**src/inc/vlan_table_pkg.sv**
```systemverilog
package vlan_table_pkg;

    // ------------------------------------------------------------------
    // Register indices (byte address is four times the index)
    // ------------------------------------------------------------------
    localparam logic [15:0] IDX_AGING_CTRL  = 16'h1809;
    localparam logic [15:0] IDX_COMMAND     = 16'h180B;
    localparam logic [15:0] IDX_WRITE_DATA  = 16'h180C;
    localparam logic [15:0] IDX_READ_DATA   = 16'h180E;
    localparam logic [15:0] IDX_STATUS      = 16'h1810;
    localparam int          ADDR_W          = 16;

    // ------------------------------------------------------------------
    // Field positions and widths
    // ------------------------------------------------------------------
    localparam int BIT_SHORT_AGING = 0;
    localparam int BIT_DIRECTION   = 5;
    localparam int BIT_PORT_SELECT = 4;
    localparam int IDX_W           = 4;
    localparam int CMD_W           = 6;
    localparam int ENTRY_W         = 18;
    localparam int VID_W           = 12;
    localparam int PRIO_LSB        = 12;
    localparam int PRIO_W          = 3;
    localparam int PORT_ENTRY_W    = 15;
    localparam int FLAG_LSB        = 12;
    localparam int BIT_PENDING     = 0;
    localparam int NUM_PORTS       = 3;
    localparam int VLAN_ENTRIES    = 16;

    // ------------------------------------------------------------------
    // Reset values
    // ------------------------------------------------------------------
    localparam logic [CMD_W-1:0]   RST_COMMAND    = 6'h00;
    localparam logic [ENTRY_W-1:0] RST_WRITE_DATA = 18'h00000;
    localparam logic [ENTRY_W-1:0] RST_READ_DATA  = 18'h00000;
    localparam logic [VID_W-1:0]   NULL_VID       = 12'h000;

    // ------------------------------------------------------------------
    // Aging timer
    // ------------------------------------------------------------------
    localparam longint unsigned CLK_HZ         = 64'd20_000_000;
    localparam longint unsigned AGE_NORMAL_S   = 64'd300;
    localparam longint unsigned AGE_TEST_MS    = 64'd50;
    localparam longint unsigned AGE_NORMAL_CYC = AGE_NORMAL_S * CLK_HZ;
    localparam longint unsigned AGE_TEST_CYC   = AGE_TEST_MS * CLK_HZ / 64'd1000;
    localparam int              AGE_W          = 33;

    typedef enum logic [0:0] {
        ST_IDLE = 1'b0,
        ST_EXEC = 1'b1
    } access_state_t;

endpackage : vlan_table_pkg

```
**src/inc/table_port_if.sv**
```systemverilog
`timescale 1ns/10ps
interface table_port_if;
    logic        wr_en;
    logic        sel_port;
    logic [3:0]  index;
    logic [17:0] wdata;
    logic [17:0] rdata;
    logic [11:0] lookup_vid;
    logic [1:0]  lookup_port;
    logic        hit;
    logic [2:0]  member;
    logic [2:0]  untag;
    logic [14:0] port_default;

    modport ctrl (
        output wr_en, sel_port, index, wdata, lookup_vid, lookup_port,
        input  rdata, hit, member, untag, port_default
    );
    modport store (
        input  wr_en, sel_port, index, wdata, lookup_vid, lookup_port,
        output rdata, hit, member, untag, port_default
    );
endinterface : table_port_if

```
**src/rtl/vlan_table_store.sv**
```systemverilog
`timescale 1ns/10ps
module vlan_table_store (
    input  wire logic  i_ref_clk,
    input  wire logic  i_rstn,
    table_port_if.store tp
);

    logic [17:0] vlan_mem      [16];
    logic [17:0] next_vlan_mem [16];
    logic [14:0] port_mem      [3];
    logic [14:0] next_port_mem [3];

    // ------------------------------------------------------------------
    // Table update
    // ------------------------------------------------------------------
    always_comb begin
        next_vlan_mem = vlan_mem;
        next_port_mem = port_mem;
        if (tp.wr_en && !tp.sel_port) begin
            next_vlan_mem[tp.index] = tp.wdata;
        end else if (tp.wr_en && tp.sel_port && tp.index < 4'h3) begin
            next_port_mem[tp.index[1:0]] = tp.wdata[14:0];
        end
    end

    always_ff @(posedge i_ref_clk) begin
        if (!i_rstn) begin
            for (int i = 0; i < 16; i++) begin
                vlan_mem[i] <= vlan_table_pkg::RST_WRITE_DATA;
            end
            for (int i = 0; i < 3; i++) begin
                port_mem[i] <= 15'h0000;
            end
        end else begin
            vlan_mem <= next_vlan_mem;
            port_mem <= next_port_mem;
        end
    end

    // ------------------------------------------------------------------
    // Software read and frame lookup
    // ------------------------------------------------------------------
    always_comb begin
        tp.rdata        = 18'h00000;
        tp.hit          = 1'b0;
        tp.member       = 3'h0;
        tp.untag        = 3'h0;
        tp.port_default = 15'h0000;
        if (!tp.sel_port) begin
            tp.rdata = vlan_mem[tp.index];
        end else if (tp.index < 4'h3) begin
            tp.rdata = {3'h0, port_mem[tp.index[1:0]]};
        end
        if (tp.lookup_port < 2'h3) begin
            tp.port_default = port_mem[tp.lookup_port];
        end
        // Null VID never matches, so a cleared entry is disabled
        for (int e = 15; e >= 0; e--) begin
            if (tp.lookup_vid != vlan_table_pkg::NULL_VID &&
                vlan_mem[e][11:0] == tp.lookup_vid) begin
                tp.hit = 1'b1;
                for (int p = 0; p < 3; p++) begin
                    tp.member[p] = vlan_mem[e][vlan_table_pkg::FLAG_LSB + 2*p + 1];
                    tp.untag[p]  = vlan_mem[e][vlan_table_pkg::FLAG_LSB + 2*p];
                end
            end
        end
    end

endmodule : vlan_table_store

```
**src/rtl/vlan_table_access_regs.sv**
```systemverilog
`timescale 1ns/10ps
module vlan_table_access_regs #(
    parameter longint unsigned AGE_NORMAL_CYCLES = vlan_table_pkg::AGE_NORMAL_CYC,
    parameter longint unsigned AGE_TEST_CYCLES   = vlan_table_pkg::AGE_TEST_CYC
) (
    input  wire logic        i_ref_clk,
    input  wire logic        i_rstn,
    input  wire logic [15:0] i_addr,
    input  wire logic [31:0] i_wdata,
    input  wire logic        i_wr,
    input  wire logic        i_rd,
    output logic      [31:0] o_rdata,
    input  wire logic [11:0] i_lookup_vid,
    input  wire logic [1:0]  i_lookup_port,
    input  wire logic [2:0]  i_admit_nonmember,
    output logic             o_lookup_hit,
    output logic             o_ingress_accept,
    output logic      [2:0]  o_egress_members,
    output logic             o_strip_tag,
    output logic      [11:0] o_default_vid,
    output logic      [2:0]  o_default_prio,
    output logic             o_short_aging,
    output logic             o_age_tick
);

    // ------------------------------------------------------------------
    // Address decode
    // ------------------------------------------------------------------
    function automatic logic hits(input logic [15:0] addr, input logic [15:0] idx);
        hits = (addr == {idx[13:0], 2'b00});
    endfunction : hits

    table_port_if tp ();

    vlan_table_store u_store (
        .i_ref_clk (i_ref_clk),
        .i_rstn    (i_rstn),
        .tp        (tp)
    );

    vlan_table_pkg::access_state_t state;
    vlan_table_pkg::access_state_t next_state;
    logic        short_aging;
    logic        next_short_aging;
    logic [5:0]  command;
    logic [5:0]  next_command;
    logic [17:0] write_data;
    logic [17:0] next_write_data;
    logic [17:0] read_data;
    logic [17:0] next_read_data;
    logic        pending;
    logic        next_pending;
    logic [31:0] next_rdata;
    logic        cmd_wr;

    assign cmd_wr = i_wr && hits(i_addr, vlan_table_pkg::IDX_COMMAND);

    // ------------------------------------------------------------------
    // Registers and access sequencer
    // ------------------------------------------------------------------
    always_comb begin
        next_state       = state;
        next_short_aging = short_aging;
        next_command     = command;
        next_write_data  = write_data;
        next_read_data   = read_data;
        next_pending     = pending;
        next_rdata       = 32'h00000000;
        tp.wr_en         = 1'b0;
        tp.sel_port      = command[vlan_table_pkg::BIT_PORT_SELECT];
        tp.index         = command[3:0];
        tp.wdata         = write_data;
        tp.lookup_vid    = i_lookup_vid;
        tp.lookup_port   = i_lookup_port;

        if (state == vlan_table_pkg::ST_EXEC) begin
            if (command[vlan_table_pkg::BIT_DIRECTION]) begin
                next_read_data = tp.rdata;
            end else begin
                tp.wr_en = 1'b1;
            end
            next_pending = 1'b0;
            next_state   = vlan_table_pkg::ST_IDLE;
        end

        if (i_wr) begin
            if (hits(i_addr, vlan_table_pkg::IDX_AGING_CTRL)) begin
                next_short_aging = i_wdata[vlan_table_pkg::BIT_SHORT_AGING];
            end else if (cmd_wr) begin
                next_command = i_wdata[5:0];
                next_pending = 1'b1;
                next_state   = vlan_table_pkg::ST_EXEC;
            end else if (hits(i_addr, vlan_table_pkg::IDX_WRITE_DATA)) begin
                next_write_data = i_wdata[17:0];
            end
        end

        if (i_rd) begin
            if (hits(i_addr, vlan_table_pkg::IDX_AGING_CTRL)) begin
                next_rdata = {31'h00000000, short_aging};
            end else if (hits(i_addr, vlan_table_pkg::IDX_COMMAND)) begin
                next_rdata = {26'h0000000, command};
            end else if (hits(i_addr, vlan_table_pkg::IDX_WRITE_DATA)) begin
                next_rdata = {14'h0000, write_data};
            end else if (hits(i_addr, vlan_table_pkg::IDX_READ_DATA)) begin
                next_rdata = {14'h0000, read_data};
            end else if (hits(i_addr, vlan_table_pkg::IDX_STATUS)) begin
                next_rdata = {31'h00000000, pending};
            end
        end
    end

    always_ff @(posedge i_ref_clk) begin
        if (!i_rstn) begin
            state       <= vlan_table_pkg::ST_IDLE;
            short_aging <= 1'b0;
            command     <= vlan_table_pkg::RST_COMMAND;
            write_data  <= vlan_table_pkg::RST_WRITE_DATA;
            read_data   <= vlan_table_pkg::RST_READ_DATA;
            pending     <= 1'b0;
            o_rdata     <= 32'h00000000;
        end else begin
            state       <= next_state;
            short_aging <= next_short_aging;
            command     <= next_command;
            write_data  <= next_write_data;
            read_data   <= next_read_data;
            pending     <= next_pending;
            o_rdata     <= next_rdata;
        end
    end

    // ------------------------------------------------------------------
    // Frame lookup results
    // ------------------------------------------------------------------
    logic        next_hit;
    logic        next_accept;
    logic [2:0]  next_egress;
    logic        next_strip;
    logic        port_ok;

    always_comb begin
        port_ok     = (i_lookup_port < 2'h3);
        next_hit    = tp.hit;
        next_egress = tp.member;
        next_accept = 1'b0;
        next_strip  = 1'b0;
        if (port_ok) begin
            next_accept = tp.member[i_lookup_port] ||
                          i_admit_nonmember[i_lookup_port];
            next_strip  = tp.untag[i_lookup_port];
        end
    end

    always_ff @(posedge i_ref_clk) begin
        if (!i_rstn) begin
            o_lookup_hit     <= 1'b0;
            o_ingress_accept <= 1'b0;
            o_egress_members <= 3'h0;
            o_strip_tag      <= 1'b0;
            o_default_vid    <= 12'h000;
            o_default_prio   <= 3'h0;
        end else begin
            o_lookup_hit     <= next_hit;
            o_ingress_accept <= next_accept;
            o_egress_members <= next_egress;
            o_strip_tag      <= next_strip;
            o_default_vid    <= tp.port_default[11:0];
            o_default_prio   <= tp.port_default[14:12];
        end
    end

    // ------------------------------------------------------------------
    // Aging timer
    // ------------------------------------------------------------------
    logic [32:0] age_count;
    logic [32:0] next_age_count;
    logic [32:0] age_limit;
    logic        next_age_tick;

    always_comb begin
        age_limit      = short_aging ? AGE_TEST_CYCLES[32:0]
                                     : AGE_NORMAL_CYCLES[32:0];
        next_age_count = age_count + 33'h000000001;
        next_age_tick  = 1'b0;
        if (age_count >= age_limit - 33'h000000001) begin
            next_age_count = 33'h000000000;
            next_age_tick  = 1'b1;
        end
    end

    always_ff @(posedge i_ref_clk) begin
        if (!i_rstn) begin
            age_count     <= 33'h000000000;
            o_age_tick    <= 1'b0;
            o_short_aging <= 1'b0;
        end else begin
            age_count     <= next_age_count;
            o_age_tick    <= next_age_tick;
            o_short_aging <= short_aging;
        end
    end

endmodule : vlan_table_access_regs

```
**config.mk**
```make
export PLATFORM = sky130hd
export DESIGN_NAME = vlan_table_access_regs
export DESIGN_NICKNAME = d
export VERILOG_FILES = /design/src/inc/vlan_table_pkg.sv /design/src/inc/table_port_if.sv /design/src/rtl/vlan_table_store.sv /design/src/rtl/vlan_table_access_regs.sv
export SDC_FILE = /design/constraint.sdc
export NUM_CORES = 1
export LEC_CHECK = 0
export BUFFER_PORTS_ARGS = -buffer_cell sky130_fd_sc_hd__buf_2
export CAP_MARGIN = 0
export CORE_ASPECT_RATIO = 0.6
export CORE_MARGIN = 2
export CORE_UTILIZATION = 60
export CTS_BUF_LIST = sky130_fd_sc_hd__clkbuf_8
export DETAILED_ROUTE_END_ITERATION = 10
export MAX_ROUTING_LAYER = met4
export PLACE_DENSITY = 0.84
export RECOVER_POWER = 50
export SYNTH_ARGS = -nofsm -noshare
export SYNTH_HDL_FRONTEND = slang
export SYNTH_HIERARCHICAL = 1
export SYNTH_SLANG_ARGS = --single-unit
```
**constraint.sdc**
```tcl
create_clock -name i_ref_clk -period 5 [get_ports i_ref_clk]
set_input_delay 0.25 -clock i_ref_clk [delete_from_list [all_inputs] [get_ports i_ref_clk]]
set_output_delay 0.25 -clock i_ref_clk [all_outputs]
set_load 0.02 [all_outputs]
```
==> results.yml <==
clock_tree:
  clkTransAtPathRegs_ns: 0.07
  cts_tree: "done"
  clk_path_buf_depth: 3
  clock_latency_ns: 0.64
  cts-root-buf: "clkbuf_8"
  post-cts-setup-buffers: 0
  cts_inserted_buffers: 68
  clock_sinks: 452
  htreeDepth: 3
floorplanning:
  rows: 56
  die_h_um: 159
  dieArea_mm2: 0.0419
  die_w_um: 263
  io_pins: 124
  core_mm2: 0.0394
  initial_core_util_pct: 61.3
sta:
  hold_viol_final: 0
  period_share_pct: 90.8
  rsz0062_at_grt: "false"
  setup_tns_ns: 0
  finalSetupViolations: 0
  fin_crit_ns: 4.54
  slew_headroom_pct: -153
  clock_skew_ns: 0.0389
  drv_slew: 215
  holdWs_ns: 0.130
  tightest_slew_ns: 3.79
  max_freq_mhz: 220
drt:
  remaining_drc_errors: 0
  dr.pass1.iters: 9
  totalWireLength_mm: 79.5
  vias_per_cell: 6.45
  ant_nets: 0
  drt_iter0_drc: 3501
  post_drt_wl_per_cell_um: 23.8
  vias: 21553
logic_synthesis:
  synth_top_family_by_area: "simple AND/OR/NAND/NOR gates"
  async_reset_ff_share_pct: 0
  syn_avg_cell_area_um2: 8.74
  synth_cell_type_count: 82
  ys_seq_area_share_pct: 37.5
  ys_seq_elements: 452
  synthXorXnorAreaFrac_pct: 8.12
  yosysWarnings: 6
  synthAdderAreaFrac_pct: 1.04
  synthMuxAreaShare_pct: 9.97
  synth_ff_type: "dfxtp_1"
  synthCells: 2764
  synth_edf_count: 0
  netlist_area_mm2: 0.0242
  synth-simple-area-share_pct: 21.5
  synth_compound_area_share_pct: 16.3
critical_path:
  cp-end-kind: "flip-flop"
  crit_slowest_cell: "nand3_1"
  arrival_ns: 5.04
  path_cells: "buf_2, nor4_4, nand3_1, nand4_1, and2b_4, a211oi_2, o221ai_1, a21oi_1, o221ai_1, or4_1, o311ai_0, a21oi_1, dlygate4sd3_1"
  cp-endpoint: "o_ingress_accept"
  crit_required_ns: 5.51
  critPathMaxStageDelay_ns: 0.82
  rr_startpoint: "u_store/vlan_mem[135]"
  crit_start: "i_lookup_vid[3]"
  critPathLaunchType: "input port"
  r2r_cells: 13
  r2r_slack_ns: 0.88
  path_class: "input port to flip-flop"
  r2r_end: "o_ingress_accept"
  cp_max_fo: 17
grt:
  antenna_found_initial: 5
  grt_pass1_vias: 20370
  grt_max_degree: 144
  grt_overflow_total: 0
  grt_usage_pct: 37.9
  grt_pass1_wl_mm: 120
pwr:
  ir_drop_mv: 0.154
  p_per_area_mw_per_mm2: 275
  p_leak_nw: 8.89
  total_power_mw: 7.16
min_path:
  hold_class: "input port to flip-flop"
  hold_depth: 3
place:
  portBuffers: 95
  gp_congestion: 1.03
  dp_cells: 3196
  dpl_cell_area_mm2: 0.0244
  hpwlAfterDp_mm: 52.5
flow_run:
  maxCapViolations: 5
finish:
  drive_gt1_share_pct: 12.0
  layout.cells.non_filler: 3342
  final_nets: 2855
  area_delta_synth_final_pct: 7.70
  design_area_mm2: 0.0260
status:
  violations: "max-capacitance violations, max-slew violations"
  status: "complete, but fails checks"
cells in the final DEF (no fill, tap or decap), types with 10 or more instances in the layout:
cell type / synthesis / final
conb_1: 1 / 14
nand2_1: 775 / 775
and2_0: 1 / 16
nor4_1: 31 / 31
buf_4: 21 / 28
clkbuf_1: 136 / 46
xnor2_1: 64 / 64
and3_1: 10 / 10
inv_1: 40 / 57
mux4_2: 90 / 90
o21ai_0: 34 / 34
a211oi_1: 11 / 11
nand4_1: 37 / 37
a22oi_1: 13 / 13
dlygate4sd3_1: 0 / 22
xor2_1: 158 / 158
buf_2: 32 / 51
clkbuf_8: 0 / 91
a21oi_1: 26 / 26
nor2_1: 64 / 56
ha_1: 20 / 20
nand3_1: 46 / 47
nor2_2: 10 / 18
nor3_1: 39 / 39
o22ai_1: 25 / 25
and2_1: 29 / 14
mux2i_1: 37 / 37
dfxtp_1: 452 / 450
a21boi_0: 354 / 370
nor2b_1: 21 / 21
routing by layer:
metal / global-route usage, % / vias up / part of all wire (%)
met1: 51.1 / 10183 / 39
met2: 49.6 / 1726 / 39
li1: - / 9427 / -
met5: - / - / 0
met4: 14.7 / 0 / 3.8
met3: 16.0 / 217 / 17
what timing repair did:
action	CTS	global route
hold buffers	22	0
endpoints found under the hold margin	27	0
gates resized for setup	0	0
cell type report:
class,instances,area (um^2)
multi-input cells,2055,13800
clock buffers,91,1250
repair buffers,149,886
well taps,522,653
diodes,6,15.0
clock inverters,27,189
flip-flops and latches,452,9060
fillers,2992,13400
inverters,40,150
critical path, delay by kind of cell:
family | cells | cell delay, ns
AO/OA/AOI/OAI | 6 | 1.20
buffers and inverters | 2 | 0.93
AND/OR/NAND/NOR | 5 | 2.65
power breakdown:
group / total, mW / switching, mW / leakage, nW / internal (mW)
registers: 3.60 / 0.00295 / 3.64 / 3.60
clock network: 3.25 / 1.48 / 0.815 / 1.77
logic: 0.306 / 0.184 / 4.43 / 0.122
total: 7.16 / 1.67 / 8.89 / 5.50
synthesized netlist by cell type, types with 10 or more instances:
master	n	share of area, %
nor2_2	10	0.26
xor2_1	158	5.7
o22ai_1	25	0.65
a211oi_1	11	0.34
nor3_1	39	0.81
xnor2_1	64	2.3
nand2_1	775	12
a21boi_1	18	0.56
a21boi_0	354	11
clkbuf_1	136	2.1
and3_1	10	0.26
nor4_1	31	0.80
dfxtp_1	452	37
nand3_1	46	0.95
o21ai_0	34	0.70
nor2_1	64	0.99
mux2i_1	37	1.5
buf_2	32	0.66
a22oi_1	13	0.40
nand4_1	37	0.96
buf_1	12	0.19
and2_1	29	0.75
nor2b_1	21	0.54
buf_4	21	0.65
inv_1	40	0.62
buf_6	29	1.4
a21oi_1	26	0.54
ha_1	20	1.0
mux4_2	90	8.4
how the worst min path moves through the flow:
stage,from,to,slack (ns)
finish,i_wr,tp.wdata[9],0.13
global route,i_wr,tp.wdata[12],0.14
CTS,i_wr,tp.wdata[2],0.09
detailed placement,read_data[10],read_data[10],0.46
global placement,read_data[10],read_data[10],0.46
floorplan,i_lookup_port[0],o_ingress_accept,0.34
flip-flops by register name, indices dropped and copies added, names as in the netlist:
signal	cells
o_rdata	18
read_data	18
state	1
short_aging	1
age_count	33
o_ingress_accept	1
o_age_tick	1
o_egress_members	3
o_default_prio	3
o_lookup_hit	1
command	6
o_default_vid	12
o_short_aging	1
u_store/port_mem	45
u_store/vlan_mem	288
tp.wdata	18
pending	1
o_strip_tag	1
stage by stage:
| step | setup WS, ns | util [%] |
|---|---|---|
| after detailed placement | 1.12 | 62.0 |
| after floorplan | 2.33 | - |
| after CTS | 1.18 | 66.3 |
| after global placement | 1.11 | 62.0 |
| after global routing | 0.471 | 66.1 |
| final | 0.462 | 66.1 |
cell families (layout without fill, tap and decap cells):
logic type               after synthesis  after routing
AND/OR/NAND/NOR                     1128           1128
AO/OA/AOI/OAI                        542            542
flip-flops                           452            452
buffers and inverters                270            307
XOR/XNOR                             223            223
multiplexers                         128            128
adder cells (fa/ha/maj)               20             20
other                                  1             20
Note: power is estimated with default switching activity, not from simulation.
